### config.mk
export PLATFORM = sky130hd
export DESIGN_NAME = parity_report
export DESIGN_NICKNAME = d
export VERILOG_FILES = /design/src/include/parity_report_pkg.sv /design/src/design/parity_report.sv
export SDC_FILE = /design/constraint.sdc
export NUM_CORES = 1
export LEC_CHECK = 0
export ABC_AREA = 1
export BUFFER_PORTS_ARGS = -buffer_cell sky130_fd_sc_hd__buf_2
export CELL_PAD_IN_SITES_DETAIL_PLACEMENT = 0
export CELL_PAD_IN_SITES_GLOBAL_PLACEMENT = 1
export CORE_ASPECT_RATIO = 2
export CORE_MARGIN = 10
export CORE_UTILIZATION = 21
export CTS_CLUSTER_SIZE = 10
export DETAILED_ROUTE_END_ITERATION = 12
export GPL_ROUTABILITY_DRIVEN = 0
export PLACE_DENSITY = 0.85
export SKIP_LAST_GASP = 1
export SLEW_MARGIN = 20
export SYNTH_ARGS = -nofsm -noshare
export SYNTH_HDL_FRONTEND = slang
export SYNTH_SLANG_ARGS = --single-unit
### constraint.sdc
create_clock -name SYS_CLK -period 0.9 [get_ports SYS_CLK]
set_input_delay 0.27 -clock SYS_CLK [delete_from_list [all_inputs] [get_ports SYS_CLK]]
set_output_delay 0.27 -clock SYS_CLK [all_outputs]
set_load 0.02 [all_outputs]
### src/include/parity_report_pkg.sv
// Purpose: Shared types and constants for bridge data parity reporting
// Assumes: One clock; parity events arrive as one-cycle pulses
// Notes:   Register offsets are word indices on the plain register port
package parity_report_pkg;

  // ==========================================================
  // Transaction description
  localparam logic [1:0] KIND_READ    = 2'h0;
  localparam logic [1:0] KIND_POSTED  = 2'h1;
  localparam logic [1:0] KIND_DELAYED = 2'h2;

  typedef struct packed {
    logic       valid;       // Transaction phase active this cycle
    logic [1:0] kind;        // Read, posted write or delayed write
    logic       upstream;    // 1: secondary to primary
    logic       err_prim;    // Parity error seen on primary data
    logic       err_sec;     // Parity error seen on secondary data
    logic       perr_prim_in; // Primary error pin sampled low (active high here)
    logic       perr_sec_in;  // Secondary error pin sampled low (active high here)
    logic       completion;  // Completion phase of a delayed write on the target bus
  } xact_s;

  // ==========================================================
  // Register map
  localparam logic [3:0] ADDR_CTRL   = 4'h0;
  localparam logic [3:0] ADDR_STATUS = 4'h1;

  localparam int CTRL_PRI_RESP_BIT = 0;
  localparam int CTRL_SEC_RESP_BIT = 1;

  localparam int ST_PRI_MDPD_BIT = 0;
  localparam int ST_SEC_MDPD_BIT = 1;
  localparam int ST_SEC_DPE_BIT  = 2;

  localparam logic [1:0]  CTRL_RESET   = 2'h0;
  localparam logic [2:0]  STATUS_RESET = 3'h0;
  localparam logic [31:0] UNMAPPED_VAL = 32'h0000_0000;

  typedef struct packed {
    logic [1:0]  ctrl_r;
    logic [2:0]  status_r;
    logic [31:0] rdata_r;
    logic        pri_pin_r;   // 1 while primary pin asserted (low on wire)
    logic        sec_pin_r;
  } state_s;

endpackage

### src/design/parity_report.sv
// Purpose: Master data parity status bits and error pin drive for both bus sides
// Assumes: Transaction inputs are synchronous to SYS_CLK; one cycle per data phase
// Notes:   Pins are driven one cycle after the qualifying data phase
//
// Overview of operation
// RULE1: Primary master parity bit set only when mastering primary with primary enable on.
// RULE2: It sets on sampled primary error pin low or own primary parity error.
// RULE3: Only upstream read, posted, delayed writes with primary error and enable.
// RULE4: Secondary master parity bit set only when mastering secondary with secondary enable.
// RULE5: It sets on sampled secondary error pin low or own secondary parity error.
// RULE6: Only downstream read, posted, delayed writes with secondary error and enable.
// RULE7: Primary error pin driven only as primary write target or read initiator.
// RULE8: Primary error pin asserted only with primary response enable set.
// RULE9: Primary pin asserts on parity error in data received on primary.
// RULE10: Also on secondary pin low completing downstream delayed write.
// RULE11: That case needs both enables and no primary-side error.
// RULE12: Primary pin low for upstream read, downstream posted/delayed writes with primary error.
// RULE13: Secondary error pin driven only as secondary write target or read initiator.
// RULE14: Secondary error pin asserted only with secondary response enable set.
// RULE15: Secondary pin asserts on parity error in data received on secondary.
// RULE16: Also on primary pin low completing upstream delayed write.
// RULE17: Secondary detected parity bit set regardless of enables for its cases.
// RULE18: Status bits stay set until written one; reset clears them.
//
// Local design decisions: the address map and the plain strobed port.
`timescale 1ns/1ps
module parity_report (
  // Clock and reset
  input  wire logic                    SYS_CLK,
  input  wire logic                    RST_N,
  // Transaction observation
  input  wire parity_report_pkg::xact_s XACT,
  // Register port
  input  wire logic [3:0]              REG_ADDR,
  input  wire logic [31:0]             REG_WDATA,
  input  wire logic                    REG_WR,
  input  wire logic                    REG_RD,
  output logic [31:0]                  REG_RDATA,
  // Primary parity error pin (open drain)
  output logic                         PRI_PERR_O,
  output logic                         PRI_PERR_OE_N,
  // Secondary parity error pin (open drain)
  output logic                         SEC_PERR_O,
  output logic                         SEC_PERR_OE_N
);

  parity_report_pkg::state_s st_r;
  parity_report_pkg::state_s st_nxt;

  logic pri_en;
  logic sec_en;
  logic is_rd;
  logic is_pw;
  logic is_dw;
  logic up;
  logic set_pri_mdpd;
  logic set_sec_mdpd;
  logic set_sec_dpe;
  logic pri_pin_req;
  logic sec_pin_req;
  logic [2:0] set_vec;
  logic [2:0] clr_vec;

  // ============================================================
  // Event decode
  always_comb begin
    pri_en = st_r.ctrl_r[parity_report_pkg::CTRL_PRI_RESP_BIT];
    sec_en = st_r.ctrl_r[parity_report_pkg::CTRL_SEC_RESP_BIT];
    is_rd  = XACT.valid && (XACT.kind == parity_report_pkg::KIND_READ);
    is_pw  = XACT.valid && (XACT.kind == parity_report_pkg::KIND_POSTED);
    is_dw  = XACT.valid && (XACT.kind == parity_report_pkg::KIND_DELAYED);
    up     = XACT.upstream;
    // Bridge masters primary on upstream traffic, secondary on downstream
    set_pri_mdpd = (is_rd || is_pw || is_dw) && up && pri_en        // RULE1 RULE3
                   && (XACT.err_prim || XACT.perr_prim_in);        // RULE2
    set_sec_mdpd = (is_rd || is_pw || is_dw) && !up && sec_en       // RULE4 RULE6
                   && (XACT.err_sec || XACT.perr_sec_in);          // RULE5
    set_sec_dpe  = XACT.err_sec && ((is_rd && !up) || ((is_pw || is_dw) && up)); // RULE17
    // Primary receives data: upstream read initiator or downstream write target
    pri_pin_req  = pri_en && (                                     // RULE8
                     (XACT.err_prim && ((is_rd && up) || ((is_pw || is_dw) && !up))) // RULE7 RULE9 RULE12
                   || (is_dw && !up && XACT.completion && XACT.perr_sec_in // RULE10
                       && sec_en && !XACT.err_prim));              // RULE11
    sec_pin_req  = sec_en && (                                     // RULE14
                     (XACT.err_sec && ((is_rd && !up) || ((is_pw || is_dw) && up))) // RULE13 RULE15
                   || (is_dw && up && XACT.completion && XACT.perr_prim_in
                       && pri_en && !XACT.err_sec));               // RULE16
    set_vec = {set_sec_dpe, set_sec_mdpd, set_pri_mdpd};
  end

  // ============================================================
  // Next state
  always_comb begin
    st_nxt  = st_r;
    clr_vec = '0;
    if (REG_WR && REG_ADDR == parity_report_pkg::ADDR_CTRL) begin
      st_nxt.ctrl_r = REG_WDATA[1:0];
    end
    if (REG_WR && REG_ADDR == parity_report_pkg::ADDR_STATUS) begin
      clr_vec = REG_WDATA[2:0];
    end
    // A set in the same cycle as a clear wins
    st_nxt.status_r = (st_r.status_r & ~clr_vec) | set_vec; // RULE18
    if (REG_RD) begin
      unique case (REG_ADDR)
        parity_report_pkg::ADDR_CTRL:   st_nxt.rdata_r = {30'h0, st_r.ctrl_r};
        parity_report_pkg::ADDR_STATUS: st_nxt.rdata_r = {29'h0, st_r.status_r};
        default:                        st_nxt.rdata_r = parity_report_pkg::UNMAPPED_VAL;
      endcase
    end else begin
      st_nxt.rdata_r = parity_report_pkg::UNMAPPED_VAL;
    end
    st_nxt.pri_pin_r = pri_pin_req;
    st_nxt.sec_pin_r = sec_pin_req;
  end

  always_ff @(posedge SYS_CLK or negedge RST_N) begin
    if (!RST_N) begin
      st_r.ctrl_r    <= parity_report_pkg::CTRL_RESET;
      st_r.status_r  <= parity_report_pkg::STATUS_RESET;
      st_r.rdata_r   <= parity_report_pkg::UNMAPPED_VAL;
      st_r.pri_pin_r <= 1'b0;
      st_r.sec_pin_r <= 1'b0;
    end else begin
      st_r <= st_nxt;
    end
  end

  // ============================================================
  // Outputs: open drain, enable low while pulling the wire low
  assign REG_RDATA     = st_r.rdata_r;
  assign PRI_PERR_O    = 1'b0;
  assign PRI_PERR_OE_N = !st_r.pri_pin_r; // RULE7
  assign SEC_PERR_O    = 1'b0;
  assign SEC_PERR_OE_N = !st_r.sec_pin_r; // RULE13
endmodule

==> impl.org, run 1 <==
** Status
- Outcome :: finished with violations
- The checks that failed: negative setup slack.

** Worst setup path
- Ordered cell list for the critical path :: inv_2 > buf_6
- Slowest stage cell, crit path :: dfrtp_1
- Worst reg2reg path startpoint :: sec_en$_DFFE_PN0P_
- The largest single stage delay on the critical path is between 0.3 and 0.4 ns.
- STA puts the critical path data arrival time at between 0.7 and 0.8 ns.
- STA classifies the critical path startpoint as a flop.
- Kind of critical path :: flop to output port
- STA puts the critical path data required time at around 0.63 ns.
- Number of buffers and inverters on the critical path :: 2
- The critical path starts at st_r[0]$_DFF_PN0_.
- Endpoint type of the worst setup path :: output port
- On the critical path the largest part of the delay comes from flip-flops.
- Of all nets on the critical path, the largest fanout is 1.

** STA
- Final period utilization :: 114%
- Setup repair after global routing missed its margin :: yes
- After layout, the minimum clock period comes to 1.03 ns.
- Least setup slack across all paths after layout :: -0.126 ns
- In the final timing run, aggregate negative setup slack is -0.556 ns.
- The max-slew violation count is 0.
- Highest achievable clock rate :: 975 MHz
- Setup Skew :: 0.00615 ns
- Number of endpoints with negative hold slack in the final report :: 0
- Number of setup violations in the final report :: 5

** Detailed routing
- Total number of vias :: 641
- The detail route stage leaves a number of antenna-violating nets equal to 0.
- DRC violation count after routing :: 0
- Total wirelength of the detailed-routed design :: approximately 2.0 mm
- In the final routed layout, each cell accounts on average for 10.9 µm.
- First-pass DRT Iterations :: 3
- Vias per cell :: 3.54
- Number of design-rule violations left by the first detailed-router iteration :: 2

** Global route
- Via count of the first global-routing pass :: 717
- Global routing met3 resource utilization :: 4.48%
- Global routing used 10.7% of the available met2 tracks.
- Number of antenna violations at the first check in global routing :: 0
- Global routing consumed, on the met1 layer, between 2 and 3% of the routing resources.
- Global routing finished with a remaining overflow of 0.
- The first global-routing pass estimated 2.92 mm of wire.
- The layer flagged by global routing as most heavily used is met2.
- GRT Resource Usage Total :: ~5.5%
- Entering global routing, the biggest net connects 11 pins.

** CTS
- Worst-Skew Late Latency :: roughly 0.24 ns
- The clock passes through at most 2 buffers.
- Post-CTS timing repair inserted 0 buffers for setup.
- Root Driver :: clkbuf_8
- The clock net in this run drives a total of 10 sinks.
- Clock-pin slew was measured on the worst setup and hold paths at 0.04 ns.
- Number of clock buffers inserted by TritonCTS :: 3
- In this run the number of H-tree levels came out at 1.
- TritonCTS clock tree :: done

** Cells and area
- In the final layout, the share of cells above drive strength 1 is 26.5%.
- Number of fill cells in the layout :: 447
- The number of antenna diodes in the final layout is 0.
- Relative area change from synthesis to final layout :: 20.5%
- Final-stage net count :: 182
- Cells fill 26.2% of the core in the end.

** Floorplan
- In this run the core area contains 31 standard-cell rows.
- The floorplan step defined a die boundary enclosing roughly 6800 µm².
- I/O pin total :: 85
- Die height :: 107 µm
- Once the floorplan was initialized, standard cells occupied 21.8% of the core.
- After floorplanning, the core was sized to cover 3650 µm².
- Width of the die :: between 60 and 70 µm

** Placed design
- Input and output buffers added on the ports amount to 24.
- HPWL after detailed placement :: about 1.8 mm

** Power and ir drop
- Leakage :: 0.539 nW
- Highest ir drop seen on vdd :: 0.361 mV
- Power per cell area :: 1540 nW/µm²

** Flow run
- Max Cap Viol :: 0

** Worst hold path
- The worst hold path begins at REG_WDATA[2].
- In this run the worst hold path is classified as primary input to flop.

** Yosys
- During synthesis, Yosys emitted a total of 0 warnings.
- The cell area that synthesis handed to floorplanning was just under 800 µm².
- Part of the Yosys area used for sequential elements :: a little under a third
- In the synthesized netlist, the number of instances is 104.
- Netlist cell types :: 18
- Post-synthesis average cell area :: 7.63 µm²
- Register bit total from synthesis :: 10
-- sequential cells by signal, summed over array words and instances, names as in the netlist --
name / flops
REG_RDATA: 3
pri_en: 1
sec_en: 1
st_r: 5
-- logic make-up after synthesis --
group,Yosys count,share of synthesized area [%]
AOI/OAI and AO/OA,12,8.36
buffers and inverters,49,39.3
DFF,10,31.5
other,1,0.473
and+or+nand+nor,32,20.3
-- worst paths after layout --
kind	endpoint	slack [ns]	cells after the start
min in group asynchronous	REG_RDATA[0]$_DFF_PN0_	0.41	2
setup reg to reg	st_r[1]$_DFF_PN0_	0.07	4
setup / recovery	SEC_PERR_OE_N	-0.13	2
hold / removal	st_r[36]$_DFF_PN0_	0.28	4
max in group asynchronous	st_r[1]$_DFF_PN0_	0.30	2
hold reg to reg	st_r[36]$_DFF_PN0_	0.48	2
-- layout by cell type, fill, tap and decap left out --
cell type,instances
conb_1,31
buf_2,19
inv_1,14
dfrtp_1,10
nand2_1,10
nand3_1,8
o21ai_0,6
nor2_1,6
buf_6,5
clkbuf_8,4
buf_4,3
nand4_1,2
nor3_1,2
a21oi_1,2
o21ai_1,2
nor2_4,1
nor3b_4,1
o2111ai_1,1
o211ai_1,1
nand3b_1,1
inv_2,1
nand2_2,1
dlygate4sd3_1,1
-- Yosys cell counts, drive strengths merged --
| cell | number | area [µm²] |
|---|---|---|
| o21ai | 8 | 40.0 |
| nand4 | 2 | 12.5 |
| nand3b | 1 | 7.51 |
| nor3 | 2 | 10.0 |
| inv | 15 | 56.3 |
| o211ai | 1 | 7.51 |
| nor3b | 1 | 18.8 |
| dfrtp | 10 | 250 |
| nand3 | 8 | 40.0 |
| nor2 | 7 | 28.8 |
| a21oi | 2 | 10.0 |
| conb | 1 | 3.75 |
| o2111ai | 1 | 8.76 |
| buf | 34 | 255 |
| nand2 | 11 | 43.8 |
-- report_power, final --
| part | internal [W] | total (W) | switching, W |
|---|---|---|---|
| logic | 0.000123 | 0.000386 | 0.000264 |
| clock network | 0.000384 | 0.000559 | 0.000175 |
| registers | 0.000508 | 0.000530 | 0.0000226 |
-- layout make-up --
class,instances,area [µm²],area share (%)
well taps,49,61.3,6.41
clock buffers,4,55.1,5.76
repair buffers,28,184,19.2
inverters,15,56.3,5.89
flip-flops and latches,10,250,26.2
multi-input cells,75,349,36.5
-- worst min-delay path, delay by kind of cell --
| kind | cells | cell delay (ns) |
|---|---|---|
| buffers and inverters | 1 | 0.07 |
| and+or+nand+nor | 3 | 0.13 |
-- metrics by stage --
step | total power, W | setup WS, ns | std cells | hold slack [ns] | area (µm²)
2_1_floorplan | 0.000870 | 0.0111 | 134 | -0.0256 | 911
3_3_place_gp | 0.000899 | -0.194 | 176 | 0.132 | 860
3_5_place_dp | 0.000904 | -0.214 | 176 | 0.133 | 860
4_1_cts | 0.00148 | -0.131 | 181 | 0.283 | 956
6_report | 0.00148 | -0.126 | 181 | 0.280 | 956
5_1_grt | 0.00154 | -0.157 | 181 | 0.318 | 956
-- routing by layer --
metal / up-vias / wire (µm)
li1: 318 / -
met1: 280 / 499
met4: 0 / 46
met2: 38 / 1110
met5: - / 0
met3: 5 / 320
-- repair_timing --
item,4_1_cts,5_1_grt
hold buffers,1,0
setup endpoints to repair,5,5
endpoints found under the hold margin,10,0
resized for setup,10,1
pin swaps,0,0
Power figures use the tool's default switching activity.
==> inputs of run 2 (changes only) <==
Settings changed: SKIP_CTS_REPAIR_TIMING set to 1.
==> run 2 against run 1 <==
Effect of this change: the run still ends with negative setup slack left; register-to-register slack is essentially flat; largest power group unchanged; power is essentially flat; cell count is the same.
==> impl.org, run 2 (same netlist as run 1, synthesis figures left out) <==
** Global route
- GRT Resource Usage Total :: 5.30%
- The first global-routing pass estimated 2.80 mm of wire.
- Via count of the first global-routing pass :: 693
- The initial antenna violation count came to 0.
- After global routing the overflow that remains totals 0.
- Entering global routing, the biggest net connects 11 pins.

** Power and ir drop
- Power consumption :: 0.00148 W
- In this run the static leakage power is 0.539 nW.
- Power per cell area :: roughly 1500 nW/µm²
- Highest ir drop seen on vdd :: 0.361 mV

** Flow run
- Max Cap Viol :: 0

** STA
- Setup repair after global routing missed its margin :: yes
- Highest achievable clock rate :: 966 MHz
- Final period utilization :: 115%
- The clock arrives with 0.00615 ns of skew.
- Shortest clock period the worst path allows after layout :: roughly 1.0 ns
- Total negative slack for setup checks :: -0.566 ns
- Max-slew violation total from the final report :: 0
- Number of endpoints with negative hold slack in the final report :: 0
- Setup violations remaining at the end of the flow were counted as 5.
- In the post-route analysis, the smallest setup slack over all paths is -0.135 ns.

** Cells and area
- From synthesis to final layout, the design area changed by 20.5%.
- Fraction of final layout cells with drive strength greater than 1 :: 25.8%
- Area taken by multi-input logic gates :: 349 µm²
- Counting the fill cells in the layout gives 447.
- In the layout the commonest cells are conb_1 (31), buf_2 (19), inv_1 (15).
- Most common library cell in the layout ignoring fill and taps :: conb_1
- After the last flow step, the layout net total stands at 182.
- Number of flip-flops in the largest register :: 5
- In the final layout, flip-flops and latches occupy 250 µm².
- The register with the most flip-flops in the final layout is st_r.
- 0 antenna diodes ended up in the layout.
- Measured on the finished design, the core utilization comes to 26.2%.

** CTS
- Clock edge transition at the registers on the reported setup and hold paths :: 0.04 ns
- Root Driver :: clkbuf_8
- Bufs on Longest Clock Path :: 2
- In this run the number of H-tree levels came out at 1.
- The clock reaches the later pin of the worst-skew pair after 0.24 ns.
- CTS saw 10 sinks.
- TritonCTS clock tree :: done
- TritonCTS created 3 clock buffers.

** Floorplan
- The floorplan has 31 rows.
- Die outline area :: between 6000 and 7000 µm²
- The floorplan step set the die width to 63.5 µm.
- Measured along the y axis, the die boundary spans 107 µm.
- Initial Util :: between 20% and 30%
- I/O pin total :: 85
- After floorplanning, the core was sized to cover 3650 µm².

** Worst setup path
- Data arrival time at the worst-slack endpoint :: 0.77 ns
- Max FO, Critical Path :: 1
- Endpoint type of the worst setup path :: output port
- The critical path is of the flop to output port type.
- STA classifies the critical path startpoint as a flop.
- Required @ worst endpoint :: 0.63 ns

** Status
- The checks that failed: negative setup slack.
- The run finished, with violations left.

** Detailed routing
- In the routed layout, each cell is associated on average with a via count of 3.54.
- Total number of vias :: 641
- Total wirelength of the detailed-routed design :: 1.97 mm
- Number of nets with antenna violations after detailed routing :: 0
- After detailed routing, the number of remaining DRC violations is 0.
- Routed WL per cell :: 10.9 µm
- In this run, the number of DRC markers left after iteration 0 of detailed routing was 3.
- The first detailed-routing pass took 3 iterations.

** Placed design
- OpenSTA, run right after detailed placement, puts the worst setup slack at -0.214 ns.
- The wire-length estimate of the detail-placed layout is 1.78 mm.
- In this run the tool buffered the top-level ports with 24 buffer cells.

** Worst hold path
- The tightest min-delay check is of the primary input to flop type.
[run 2: final cells by class]
type	instances	share of cell area, %
multi-input cells	75	36.5
flip-flops and latches	10	26.2
repair buffers	28	19.2
well taps	49	6.41
inverters	15	5.89
clock buffers	4	5.76
[run 2: layer usage]
layer  share of wire [%]  global-route usage, %  vias to the layer above
met5                   0                      0                        -
met2                  56                   10.1                       38
li1                    -                      -                      318
met4                 2.3                   3.30                        0
met1                  25                   2.78                      280
met3                  16                   4.69                        5
[run 2: final timing paths]
path / end / start / slack [ns] / cells after the start
max in group asynchronous: st_r[1]$_DFF_PN0_ / RST_N / 0.30 / 2
worst min register to register: st_r[36]$_DFF_PN0_ / st_r[36]$_DFF_PN0_ / 0.48 / 2
min in group asynchronous: REG_RDATA[0]$_DFF_PN0_ / RST_N / 0.41 / 2
worst min-delay path: st_r[36]$_DFF_PN0_ / REG_WDATA[2] / 0.28 / 4
worst max register to register: st_r[1]$_DFF_PN0_ / sec_en$_DFFE_PN0P_ / 0.07 / 4
worst max-delay path: SEC_PERR_OE_N / st_r[0]$_DFF_PN0_ / -0.14 / 2
[run 2: through the flow]
stage / area (µm²) / instances / hold slack (ns)
2_1_floorplan: 911 / 134 / -0.0256
3_3_place_gp: 860 / 176 / 0.132
3_5_place_dp: 860 / 176 / 0.133
4_1_cts: 915 / 180 / -0.120
5_1_grt: 956 / 181 / 0.318
6_report: 956 / 181 / 0.280
[run 2: worst max-delay path, cell delays in order (launching register included)]
cell,delay (ns)
dfrtp_1,0.35
inv_1,0.07
buf_6,0.11
[run 2: power by group]
group          switching [W]  total [W]  leakage [nW]  internal (W)
Sequential         0.0000222   0.000530         0.124      0.000508
Clock               0.000175   0.000559        0.0288      0.000384
Combinational       0.000264   0.000386         0.385      0.000123
==> inputs of run 3 (changes only) <==
Settings changed: ABC_AREA 1 to not set, PLACE_DENSITY 0.85 to 0.84, REMOVE_ABC_BUFFERS set to 1.
==> run 3 against run 2 <==
Effect of this change: the run still ends with negative setup slack left; non-clock buffer count increased by 4; clock power rose by 2%; routed wire length grew 2.5%; via count fell by 8.4%; highest routed layer unchanged; critical path depth up 2; synthesized area shrank 2.7%.
==> impl.org, run 3 <==
** Status
- The flow ran to the end, but the final reports show violations.
- The checks that failed: negative setup slack.

** Power and ir drop
- The worst-case IR drop observed on VDD is 0.424 mV.
- Overall power consumption after layout is estimated at roughly 0.0016 W.
- For this design the static power due to leakage is 0.495 nW.
- Dividing total power by cell area gives a power density of approximately 1600 nW/µm².

** Cells and area
- Final Instance Area :: 980 µm²
- Fraction of the core area covered by cells at the end of the flow :: 27.5%
- Final-stage net count :: roughly 170
- The register with the most flip-flops in the layout has 5 of them.
- Leaving out fill and tap cells, the most frequent cell in the layout is conb_1.
- The library cells used most frequently in the layout, excluding fill and tap cells, are conb_1 (31), buf_2 (18), dfrtp_1 (10).
- 0 antenna diodes ended up in the layout.
- The layout has 396 filler cells.
- Number of non-filler instances in the completed layout :: 166
- Area taken by multi-input logic gates :: 385 µm²
- Ranked by flip-flop count, first place goes to st_r.
- Relative to the synthesized area, the layout overhead comes to 26.9%.
- Fraction of final layout cells with drive strength greater than 1 :: 36.8%
- Area taken by flip-flops and latches :: 250 µm²

** Floorplan
- Cell row count :: 31
- Width of the die :: 62.9 µm
- Die height :: 106 µm
- Pin placement for this block handled between 80 and 90 I/O pins.
- Std-Cell Core Area :: about 3600 µm²
- Initial Util :: between 20% and 30%
- The die covers 6650 µm².

** Worst setup path
- In this run the worst path has a maximum fanout of 2.
- Kind of critical path :: primary input to flop
- Data on the critical path arrives at its endpoint at between 1 and 1.5 ns.
- Family of cells with the greatest summed delay on the critical path :: simple AND/OR/NAND/NOR gates
- Number of buffers and inverters on the critical path :: 1
- In this design, the stage delay of the slowest critical-path cell is 0.55 ns.
- STA classifies the critical path endpoint as a flop.
- The critical path goes through buf_6 > or4b_4 > nor2_4 > mux2_1.
- Slowest stage cell, crit path :: or4b_4
- Critical Path Source Type :: primary input
- Required @ worst endpoint :: just over 1 ns

** CTS
- Number of H-tree levels :: 1
- TritonCTS built the clock tree.
- Clock sink count :: 10
- Bufs on Longest Clock Path :: 2
- The number of clock buffers added by TritonCTS is 3.
- Clock edge transition at the registers on the reported setup and hold paths :: around 0.05 ns
- The clock reaches the later pin of the worst-skew pair after around 0.24 ns.
- Root Driver :: clkbuf_8

** STA
- The final number of hold-violating endpoints is 0.
- Setup repair after global routing missed its margin :: yes
- Setup violations remaining at the end of the flow were counted as 15.
- Derived from the worst setup path, the maximum achievable clock frequency is about 800 MHz.
- Setup Skew :: between 0.005 and 0.006 ns
- Shortest clock period the worst path allows after layout :: 1.22 ns
- The max-slew violation count is 0.
- Hold Slack :: 0.251 ns
- Least setup slack across all paths after layout :: -0.320 ns
- Final period utilization :: 136%

** Global route
- The first global-routing pass estimated 3.04 mm of wire.
- Number of antenna violations at the first check in global routing :: 0
- The total overflow left after global routing is 0.
- Via count of the first global-routing pass :: 700
- Entering global routing, the biggest net connects 11 pins.
- GRT Resource Usage Total :: 5.67%

** Yosys
- For this run, asynchronously set or reset flops after synthesis account for 100%.
- The most used flip-flop cell after synthesis is dfrtp_1.
- Yosys attributes the largest share of cell area to buf_4 (33%), dfrtp_1 (32%), o21ai_0 (3.9%).
- For this run, the number of Yosys warnings is 0.
- Netlist cell types :: 24
- Summed over all instances, the cell type with the most area after synthesis is buf_4.
- In this run, synthesis produced a sequential element count of 10.
- Part of the Yosys area used for sequential elements :: 32.4%
- Synthesis produced 86 cells.
- Of the post-synthesis cell area, the dominant cell type holds 33.1%.
- Post-synthesis average cell area :: about 9 µm²
- Commonest cells post-synth :: buf_4 (34), dfrtp_1 (10), nand2_1 (7)
- Most used standard cell by instance count after synthesis :: buf_4
- In this run, synthesis inferred 0 flip-flops with an integrated enable.
- After synthesis the cells add up to 772 µm².

** Detailed routing
- For this run, design rule violations remaining after detail routing come to 0.
- Total number of vias :: 587
- The first detailed-routing pass ran for 3 iterations.
- Number of nets with antenna violations after detailed routing :: 0
- Number of design-rule violations left by the first detailed-router iteration :: 6
- Dividing the detail-routed wire length by the instance count gives 12.2 µm.
- Total wirelength of the detailed-routed design :: 2.02 mm
- Vias per cell :: 3.54

** Placed design
- Placed instance count :: 160
- In this run the cell area measured after placement is 852 µm².
- After legalization and detailed placement, the total HPWL measured 1.74 mm.
- During placement, the flow inserted port buffers numbering 24.

** Flow run
- The tool flagged a number of max-cap violations equal to 0.

** Worst hold path
- Hold Crit Class :: primary input to flop
run 3: cell types whose count changed in the layout (fill, tap and decap cells not counted), moves of 3 or more:
| cell | previous run | this run |
|---|---|---|
| nor2_1 | 6 | 3 |
| inv_1 | 15 | 1 |
| nand2_1 | 10 | 7 |
| o21ai_0 | 6 | 3 |
| nand3_1 | 8 | 2 |
| buf_4 | 3 | 7 |
run 3: final timing paths:
| check | startpoint | end | slack (ns) | cells past startpoint |
|---|---|---|---|---|
| min reg2reg | st_r[36]$_DFF_PN0_ | st_r[36]$_DFF_PN0_ | 0.49 | 2 |
| max in group asynchronous | RST_N | st_r[35]$_DFF_PN0_ | 0.29 | 2 |
| min | XACT[4] | st_r[1]$_DFF_PN0_ | 0.25 | 2 |
| max reg2reg | sec_en$_DFFE_PN0P_ | sec_en$_DFFE_PN0P_ | -0.08 | 2 |
| min in group asynchronous | RST_N | REG_RDATA[1]$_DFF_PN0_ | 0.42 | 2 |
| max | REG_ADDR[1] | sec_en$_DFFE_PN0P_ | -0.32 | 4 |
run 3: stage by stage:
stage | setup TNS, ns | setup WS [ns]
after global routing | -2.94 | -0.359
after global placement | -4.14 | -0.565
final | -2.46 | -0.320
after floorplan | -2.44 | -0.458
after CTS | -2.78 | -0.332
after detailed placement | -4.22 | -0.585
run 3: routing by layer:
metal  wire length, µm  up-vias  part of all wire, %  global-route usage [%]
li1                  -      285                    -                       -
met1               573      265                   28                    3.74
met2              1180       35                   58                    11.0
met3               258        2                   13                    3.82
met4                13        0                 0.64                    2.89
met5                 0        -                    0                       0
run 3: cells by family (layout without fill, tap and decap cells):
logic type | after synthesis | after routing | synth area share, %
other | 1 | 31 | 0.486
and+or+nand+nor | 22 | 22 | 17.2
muxes | 4 | 4 | 5.51
AOI/OAI and AO/OA | 11 | 11 | 8.75
buffers and inverters | 37 | 38 | 34.5
DFF | 10 | 10 | 32.4
xor gates and xnor gates | 1 | 1 | 1.13
run 3: layout make-up:
class / count / area share (%)
Multi-Input combinational cell: 69 / 39.3
Sequential cell: 10 / 25.5
Timing Repair Buffer: 32 / 22.5
Tap cell: 49 / 6.26
Clock buffer: 4 / 5.62
Inverter: 2 / 0.766
run 3: power breakdown:
group          internal, W  switching (W)
Combinational     0.000167       0.000245
Clock             0.000385       0.000185
Sequential        0.000520      0.0000659
Total              0.00107       0.000495
